### src/rtl/mrr_pkg.sv
// package: register map, field layout and carriers for the result bank
package mrr_pkg;
  localparam int DW = 8;
  localparam int RW = 12;
  localparam int AW = 6;

  localparam logic [AW-1:0] OFS_AUX_LO   = 6'h15;
  localparam logic [AW-1:0] OFS_TEMP     = 6'h16;
  localparam logic [AW-1:0] OFS_ALARM    = 6'h17;
  localparam logic [AW-1:0] OFS_CHIP_ID  = 6'h18;
  localparam logic [AW-1:0] OFS_REV      = 6'h19;
  localparam logic [AW-1:0] OFS_RAW_HI   = 6'h1A;
  localparam logic [AW-1:0] OFS_RAW_LO   = 6'h1B;
  localparam logic [AW-1:0] OFS_CUR_TRIM = 6'h3A;

  localparam int BIT_OVER_TEMP  = 0;
  localparam int BIT_UNDER_VOLT = 1;
  localparam int BIT_OVER_CURR  = 2;
  localparam int BIT_INT_PEND   = 5;
  localparam int BIT_WARN       = 6;

  localparam logic [DW-1:0] RST_BYTE    = 8'h00;
  localparam logic [RW-1:0] RST_RESULT  = 12'h000;
  localparam logic [DW-1:0] RST_TRIM    = 8'h00;
  // gain factor is (UNITY + trim) / UNITY, UNITY = 2**GAIN_SHIFT
  localparam int            GAIN_SHIFT  = 10;
  localparam logic [RW+GAIN_SHIFT+1:0] GAIN_UNITY = 24'h000400;

  // arbitrary neutral identity values, not tied to any real part
  localparam logic [DW-1:0] ID_CODE_DEF = 8'hA5;
  localparam logic [3:0]    REV_HI_DEF  = 4'hC;
  localparam logic [3:0]    REV_LO_DEF  = 4'h0;

  typedef struct packed {
    logic          valid;
    logic [RW-1:0] raw;
    logic [RW-1:0] aux;
    logic [DW-1:0] temp;
  } mrr_sample_t;

  typedef struct packed {
    logic over_temp;
    logic under_volt;
    logic over_curr;
  } mrr_alarm_t;

  typedef struct packed {
    logic          rd;
    logic          wr;
    logic [AW-1:0] addr;
    logic [DW-1:0] wdata;
  } mrr_req_t;
endpackage : mrr_pkg

### src/rtl/mrr_bank.sv
// measurement result register bank with current gain trim
//
// Operation
// - aux low byte read-only, resets zero
// - 8-bit temperature code, 92 + 3/4 code
// - alarm bit 0 shows over-temperature
// - alarm bit 1 shows under-voltage
// - alarm bit 2 shows over-current
// - read-only revision byte, fixed upper nibble
// - raw result bits 11:8 in high bits 3:0
// - raw result bits 7:0 in low byte
// - high bit 5 is inverse of alert pin
// - high bit 6 set on any warning
// - current scaled by (1024 + trim)/1024
`timescale 1ns/100ps
module mrr_bank #(
  parameter logic [7:0] ID_CODE = mrr_pkg::ID_CODE_DEF,
  parameter logic [3:0] REV_LO  = mrr_pkg::REV_LO_DEF
) (
  input  wire logic                         clock,
  input  wire logic                         reset_n,
  input  wire mrr_pkg::mrr_req_t            req,
  output logic      [mrr_pkg::DW-1:0]       rdata,
  output logic                              rvalid,
  input  wire mrr_pkg::mrr_sample_t         sample,
  input  wire mrr_pkg::mrr_alarm_t          alarm,
  input  wire logic                         alert_output_n,
  input  wire logic [mrr_pkg::RW-1:0]       current_in,
  output logic      [mrr_pkg::RW-1:0]       current_out,
  output logic      [mrr_pkg::DW-1:0]       current_gain_trim
);
  localparam int DW = mrr_pkg::DW;
  localparam int RW = mrr_pkg::RW;

  // ---------------------------------------------------------------------
  // sample capture
  // ---------------------------------------------------------------------
  // raw, aux and temp latched on one valid strobe so high/low always pair; alarm and pending are registered every cycle
  logic [RW-1:0] raw_r, raw_nxt;
  logic [RW-1:0] aux_r, aux_nxt;
  logic [DW-1:0] temp_r, temp_nxt;
  mrr_pkg::mrr_alarm_t alarm_r, alarm_nxt;
  logic          pend_r, pend_nxt;

  always_comb begin
    raw_nxt   = raw_r;
    aux_nxt   = aux_r;
    temp_nxt  = temp_r;
    alarm_nxt = alarm;
    pend_nxt  = ~alert_output_n;
    if (sample.valid) begin
      raw_nxt  = sample.raw;
      aux_nxt  = sample.aux;
      temp_nxt = sample.temp;
    end
  end

  always_ff @(posedge clock or negedge reset_n) begin
    if (!reset_n) begin
      raw_r   <= mrr_pkg::RST_RESULT;
      aux_r   <= mrr_pkg::RST_RESULT;
      temp_r  <= mrr_pkg::RST_BYTE;
      alarm_r <= '0;
      pend_r  <= 1'b0;
    end else begin
      raw_r   <= raw_nxt;
      aux_r   <= aux_nxt;
      temp_r  <= temp_nxt;
      alarm_r <= alarm_nxt;
      pend_r  <= pend_nxt;
    end
  end

  // ---------------------------------------------------------------------
  // trim register and gain stage
  // ---------------------------------------------------------------------
  logic [DW-1:0] trim_nxt;

  always_comb begin
    trim_nxt = current_gain_trim;
    if (req.wr && req.addr == mrr_pkg::OFS_CUR_TRIM) begin
      trim_nxt = req.wdata;
    end
  end

  always_ff @(posedge clock or negedge reset_n) begin
    if (!reset_n) begin
      current_gain_trim <= mrr_pkg::RST_TRIM;
    end else begin
      current_gain_trim <= trim_nxt;
    end
  end

  mrr_gain #(.W(RW)) u_gain (
    .clock     (clock),
    .reset_n   (reset_n),
    .in_value  (current_in),
    .trim      (current_gain_trim),
    .out_value (current_out)
  );

  // ---------------------------------------------------------------------
  // read decode
  // ---------------------------------------------------------------------
  function automatic logic [DW-1:0] high_byte(
    input logic [RW-1:0] v,
    input logic          pend,
    input logic          warn
  );
    logic [DW-1:0] b;
    b = '0;
    b[3:0] = v[RW-1:DW];
    b[mrr_pkg::BIT_INT_PEND] = pend;
    b[mrr_pkg::BIT_WARN]     = warn;
    return b;
  endfunction : high_byte

  logic          warn;
  logic [DW-1:0] alarm_byte;
  logic [DW-1:0] rdata_nxt;
  logic          rvalid_nxt;

  always_comb begin
    warn = alarm_r.over_temp | alarm_r.under_volt | alarm_r.over_curr;
    alarm_byte = '0;
    alarm_byte[mrr_pkg::BIT_OVER_TEMP]  = alarm_r.over_temp;
    alarm_byte[mrr_pkg::BIT_UNDER_VOLT] = alarm_r.under_volt;
    alarm_byte[mrr_pkg::BIT_OVER_CURR]  = alarm_r.over_curr;
    rvalid_nxt = req.rd;
    rdata_nxt  = '0;
    if (req.rd) begin
      unique case (req.addr)
        mrr_pkg::OFS_AUX_LO:   rdata_nxt = aux_r[DW-1:0];
        mrr_pkg::OFS_TEMP:     rdata_nxt = temp_r;
        mrr_pkg::OFS_ALARM:    rdata_nxt = alarm_byte;
        mrr_pkg::OFS_CHIP_ID:  rdata_nxt = ID_CODE;
        mrr_pkg::OFS_REV:      rdata_nxt = {mrr_pkg::REV_HI_DEF, REV_LO};
        mrr_pkg::OFS_RAW_HI:   rdata_nxt = high_byte(raw_r, pend_r, warn);
        mrr_pkg::OFS_RAW_LO:   rdata_nxt = raw_r[DW-1:0];
        mrr_pkg::OFS_CUR_TRIM: rdata_nxt = current_gain_trim;
        default:               rdata_nxt = '0;
      endcase
    end
  end

  always_ff @(posedge clock or negedge reset_n) begin
    if (!reset_n) begin
      rdata  <= mrr_pkg::RST_BYTE;
      rvalid <= 1'b0;
    end else begin
      rdata  <= rdata_nxt;
      rvalid <= rvalid_nxt;
    end
  end
endmodule : mrr_bank

### src/rtl/mrr_gain.sv
// current gain correction: out = in * (1024 + trim) / 1024, saturated
`timescale 1ns/100ps
module mrr_gain #(
  parameter int W = 12
) (
  input  wire logic                clock,
  input  wire logic                reset_n,
  input  wire logic [W-1:0]        in_value,
  input  wire logic [7:0]          trim,
  output logic      [W-1:0]        out_value
);
  localparam int PW = W + mrr_pkg::GAIN_SHIFT + 2;
  localparam logic signed [W-1:0] MAXV = {1'b0, {(W-1){1'b1}}};
  localparam logic signed [W-1:0] MINV = {1'b1, {(W-1){1'b0}}};

  logic signed [PW-1:0] factor;
  logic signed [PW-1:0] prod;
  logic signed [PW-1:0] scaled;
  logic        [W-1:0]  out_nxt;

  always_comb begin
    factor = $signed(mrr_pkg::GAIN_UNITY) +
             PW'($signed({{(PW-8){trim[7]}}, trim}));
    prod   = PW'($signed({{(PW-W){in_value[W-1]}}, in_value}) * factor);
    scaled = prod >>> mrr_pkg::GAIN_SHIFT;
    // saturate rather than wrap so a large trim cannot flip the sign
    if (scaled > PW'(MAXV)) begin
      out_nxt = MAXV;
    end else if (scaled < PW'(MINV)) begin
      out_nxt = MINV;
    end else begin
      out_nxt = scaled[W-1:0];
    end
  end

  always_ff @(posedge clock or negedge reset_n) begin
    if (!reset_n) begin
      out_value <= mrr_pkg::RST_RESULT;
    end else begin
      out_value <= out_nxt;
    end
  end
endmodule : mrr_gain

### config.mk
export PLATFORM = sky130hd
export DESIGN_NAME = mrr_bank
export DESIGN_NICKNAME = d
export VERILOG_FILES = /design/src/rtl/mrr_pkg.sv /design/src/rtl/mrr_bank.sv /design/src/rtl/mrr_gain.sv
export SDC_FILE = /design/constraint.sdc
export NUM_CORES = 1
export LEC_CHECK = 0
export BUFFER_PORTS_ARGS = -buffer_cell sky130_fd_sc_hd__clkbuf_2
export CAP_MARGIN = 20
export CORE_ASPECT_RATIO = 1.25
export CORE_UTILIZATION = 55
export DETAILED_ROUTE_END_ITERATION = 16
export PLACE_DENSITY_LB_ADDON = 0.1
export REMOVE_ABC_BUFFERS = 1
export SYNTH_ARGS = -nofsm -noshare
export SYNTH_HDL_FRONTEND = slang
export SYNTH_SLANG_ARGS = --single-unit
### constraint.sdc
create_clock -name clock -period 16.55 [get_ports clock]
set_input_delay 0.8275 -clock clock [delete_from_list [all_inputs] [get_ports clock]]
set_output_delay 0.8275 -clock clock [all_outputs]
set_load 0.03 [all_outputs]
==> Yosys cells after proc, flatten, opt, wreduce, memory -nomap -nowiden <==
Cells that the tools add are included.
{ "totals": {"ff_bits": 61, "inputBits": 67, "out_inout_bits": 29, "elab_cells": 31} }
{ "op_classes": {"addsub": 1, "multipliers": 1, "magnitude_cmp": 2, "eq_ne": 8, "mux": 4, "bitwise": 3, "n_reduce_logical": 1} }
{ "ops": {"columns": ["op", "n"], "rows": [
  ["one-hot mux 8 bit (8 select lines)", 1],
  ["equality test 6 x 5 -> 1 bit, second input constant", 7],
  ["multiplier 12 x 13 -> 24 bit", 1],
  ["2-to-1 mux 12 bit", 2],
  ["greater-than comparator 14 x 12 -> 1 bit, second input constant", 1],
  ["less-than comparator 14 x 12 -> 1 bit, second input constant", 1],
  ["adder 12 x 8 -> 13 bit, first input constant", 1],
  ["2-to-1 mux 8 bit", 1],
  ["equality test 6 bit, second input constant", 1],
  ["OR 1 bit", 2],
  ["logical AND 1 bit", 1],
  ["inverter 1 bit", 1]
]} }

==> Depth between registers and ports, before layout <==
{ "logic_depth": {"ltp_word": 5, "ltp_mapped": 23, "depth_no_buf": 19} }

==> Cells and area by module <==
A second synthesis with hierarchy kept.
{ "unflattened": {"cells_unflattened": 693, "area_unflattened_um2": 6969.2} }
{ "by_module_without_submodules": {"columns": ["module", "n_inst", "cells_each", "area_per_inst_um2", "seq_area_each_um2"], "rows": [
  ["mrr_gain", 1, 522, 4709.5, 300.3],
  ["mrr_bank", 1, 171, 2259.7, 1226.2]
]} }

==> Worst setup path after synthesis <==
No wires, ideal clock.
{ "synth_timing": {"kind": "input port to flip-flop", "start": "input current_in[5] in the netlist's numbering", "end": "register u_gain.out_value[2]", "setup_ps": 123, "t_arrival_ps": 5549, "required_time_ps": 16427, "setup_slack_ps": 10879, "path_stages": 20, "path_buffers": 2, "cell_sequence": "clkbuf_1 -> and2_1 -> fa_1 -> inv_1 -> fa_1 -> inv_1 -> fa_1 -> fa_1 -> inv_1 -> fa_1 -> inv_1 -> ha_1 -> a211oi_1 -> o21bai_1 -> o22a_1 -> a2bb2oi_1 -> a21oi_1 -> a211oi_2 -> buf_6 -> a21oi_1"} }
{ "synth_via": {"elab_chain_len": 4, "word_cells_on_any_way": 5, "classes_between": "mul: 1; order compare: 2; mux: 2"} }
{ "synth_rtl": {"columns": ["item", "line_no", "text"], "rows": [
  ["start, declared", "mrr_bank.sv:28", "input wire logic [mrr_pkg::RW-1:0] current_in,"],
  ["multiplier 12 x 13 -> 24 bit *", "mrr_gain.sv:24", "prod = PW'($signed({{(PW-W){in_value[W-1]}}, in_value}) * factor);"],
  ["less-than comparator 14 x 12 -> 1 bit", "mrr_gain.sv:29", "end else if (scaled < PW'(MINV)) begin"],
  ["2-to-1 mux 12 bit", "mrr_gain.sv:29", null],
  ["2-to-1 mux 12 bit *", "mrr_gain.sv:27", "if (scaled > PW'(MAXV)) begin"],
  ["named net u_gain.out_nxt[2]", "mrr_gain.sv:19", "logic [W-1:0] out_nxt;"],
  ["end signal, assigned", "mrr_gain.sv:38", "out_value <= mrr_pkg::RST_RESULT;"],
  ["end signal, assigned", "mrr_gain.sv:40", "out_value <= out_nxt;"],
  ["end, declared", "mrr_gain.sv:10", "output logic [W-1:0] out_value"]
]} }
Mark *: on every way through the listed nets, which the timed path passes. The rest lies on a longest branch.
A chain may end at the register's enable or synchronous reset.

==> Final worst setup path <==
{ "layout_timing": {"start": "input current_in[11] in the netlist's numbering", "end": "register u_gain.out_value[3]"} }
Same word-level chain as after synthesis.

==> metrics <==
Starting Density=0.571; TNS Setup=0 ns; clock sinks=61; Total Wirelength=15.0 mm; later-pin clock latency in the skew report=0.33 ns; first-pass GRT wire length=24.6 mm; EDFF count, synth=0; Core Area=11800 sq um; ys async rst share=1.00; CP max FO=11; Worst Hold Class=reg2reg; Post-synth top flop=dfrtp_1; Worst setup EP type=register; Hold WS=0.502 ns; GP Congestion=0.871; RSZ-0062 raised after global routing=false; FMAX=161 MHz; row count=44; Static Leak=3.95 nW; die area=12700 sq um; CTS Buf Count=9; Horiz. Die Dim=101 um; area growth from synthesis to layout=13.3%; number of global-route vias before repair=5234; Final nets=981; max_cap viols=0; Final ANT Viol Nets=0; Die Span Y=126 um; Final Hold Vio Count=0; FF+latch area=1530 sq um; via count=5076; startpoint types=input pin; Syn Inst Count=678; type of the worst setup path=in2reg; CTS Hold Buffers Added=0; largest net degree at the start of global routing=62; total grt overflow=0; Layout Skew=0.00503 ns; first-pass detailed-route iteration total=5; DP HPWL=11.7 mm; drt via density=5.51; Critical Path RT=16.71 ns; Tcrit/Tclk final=0.375; sequential share of the synthesized area=0.227; outcome=complete, no violations; CTS H-tree depth=3; Crit path arrival time=6.37 ns; CTS tree=done; Syn Area/Cell=9.92 sq um; power density over cell area=155 nW/um^2; Max clock buf depth=2; I/O Buffers=91; Post-CTS Setup Bufs=0; Starting DRT DRC Count=270; top post-synthesis cells by area=fa_1 26%, dfrtp_1 23%, ha_1 13%, inv_1 6.8%, mux2_2 6.4%; Clk pin slew, worst setup/hold paths=0.06 ns; maximum VDD drop=0.0000941 V; post-CTS sizing=0; top-count cell post-synth=inv_1; gr usage total=0.252; drt wl/cell=16.3 um; synth unique cells=52; fillers=1036; Max-Slew Margin vs Limit=0.309; fin crit period=6.20 ns; I/O pin cnt=96; share of layout cells above drive strength 1=0.201; Remaining DRCs=0; area of the multi-input gates=4630 sq um; Synth top cells by count=121 x inv_1, 87 x fa_1, 78 x nand2_1; Syn Std Cell Area=6730 sq um; Yosys warnings=0; Slew Limit Fails=0; top cell type by total area after synthesis=fa_1; antenna cell count=0; final setup violation count=0; worst-margin pin slew=1.03 ns; Synth top area share=0.259; initial antenna violation count=0; Root Driver=clkbuf_16; synthesized flop and latch total=61
-- critical path, cell delays in order --
cell      delay, ns
clkbuf_2       0.16
inv_1          0.27
nor2_1         0.12
fa_1           0.53
fa_1           0.52
fa_1           0.52
fa_1           0.54
inv_1          0.06
fa_1           0.54
inv_1          0.04
ha_1           0.37
a21oi_1        0.30
o211ai_1       0.14
a21oi_1        0.24
o221ai_1       0.16
xor2_1         0.19
o22ai_1        0.65
a21oi_1        0.19
-- flip-flops by register name, indices dropped and copies added (netlist names) --
| register | cells |
|---|---|
| alarm_byte | 3 |
| pend_r | 1 |
| current_gain_trim | 8 |
| aux_r | 8 |
| rvalid | 1 |
| raw_r | 12 |
| temp_r | 8 |
| u_gain.out_value | 12 |
| rdata | 8 |
-- through the flow --
step | total power [mW] | utilization | cells | worst slack [ns] | area, sq um
final | 1.18 | 0.647 | 922 | 10.35 | 7620
after global routing | 1.30 | 0.647 | 922 | 9.98 | 7620
after CTS | 1.19 | 0.647 | 922 | 10.37 | 7620
after detailed placement | 0.960 | 0.618 | 906 | 10.05 | 7280
after global placement | 0.936 | 0.618 | 906 | 10.17 | 7280
after floorplan | 0.783 | - | 652 | 10.81 | 6610
-- layer usage --
layer	share of wire	global-route usage
met5	0	0
met1	0.39	0.310
met3	0.044	0.0283
met2	0.54	0.454
met4	0.026	0.0878
-- cells by family after synthesis --
group	Yosys count	synth area share
AND/OR/NAND/NOR	166	0.121
adder cells (fa/ha/maj)	158	0.391
buffers and inverters	148	0.0856
AO/OA/AOI/OAI	91	0.0917
flip-flops	61	0.227
multiplexers	39	0.0651
XOR/XNOR	14	0.0182
other	1	0.000558
-- layout make-up --
class,instances,share of cell area
multi-input cells,470,0.607
clock buffers,10,0.0300
flip-flops and latches,61,0.200
well taps,161,0.0264
clock inverters,6,0.0146
inverters,121,0.0596
repair buffers,93,0.0617
-- worst paths after layout --
kind / slack, ns / from / to / depth (start not counted)
max: 10.35 / current_in[11] / u_gain.out_value[3] / 18
min: 0.50 / aux_r[1] / aux_r[1] / 1
max reg2reg: 10.45 / current_gain_trim[7] / u_gain.out_value[3] / 19
min reg2reg: 0.50 / aux_r[1] / aux_r[1] / 1
max in group asynchronous: 15.37 / reset_n / aux_r[3] / 2
min in group asynchronous: 0.65 / reset_n / u_gain.out_value[11] / 2
-- where the power goes --
part	total, mW	internal [mW]	switching (mW)	leakage [nW]
clock network	0.218	0.147	0.0706	0.163
logic	0.770	0.307	0.464	3.04
registers	0.196	0.175	0.0203	0.752
-- cell usage in the layout, fill, tap and decap left out, drive strengths merged, types with 2 or more instances in the layout --
cell	n
inv	121
clkbuf	101
fa	87
nand2	78
ha	71
dfrtp	61
mux2	38
and2	34
a21oi	30
nor2	14
nand2b	9
o21ai	9
a21o	9
nor2b	8
xnor2	8
and3	7
nor3	7
xor2	6
a31oi	5
a211oi	5
nand4	4
a22oi	4
a222oi	4
o22ai	3
o31ai	3
a32oi	3
bufinv	3
o211ai	2
o221ai	2
nand3	2
o21a	2
a221oi	2
conb	2
buf	2
clkinv	2
(Power assumes the default switching activity.)
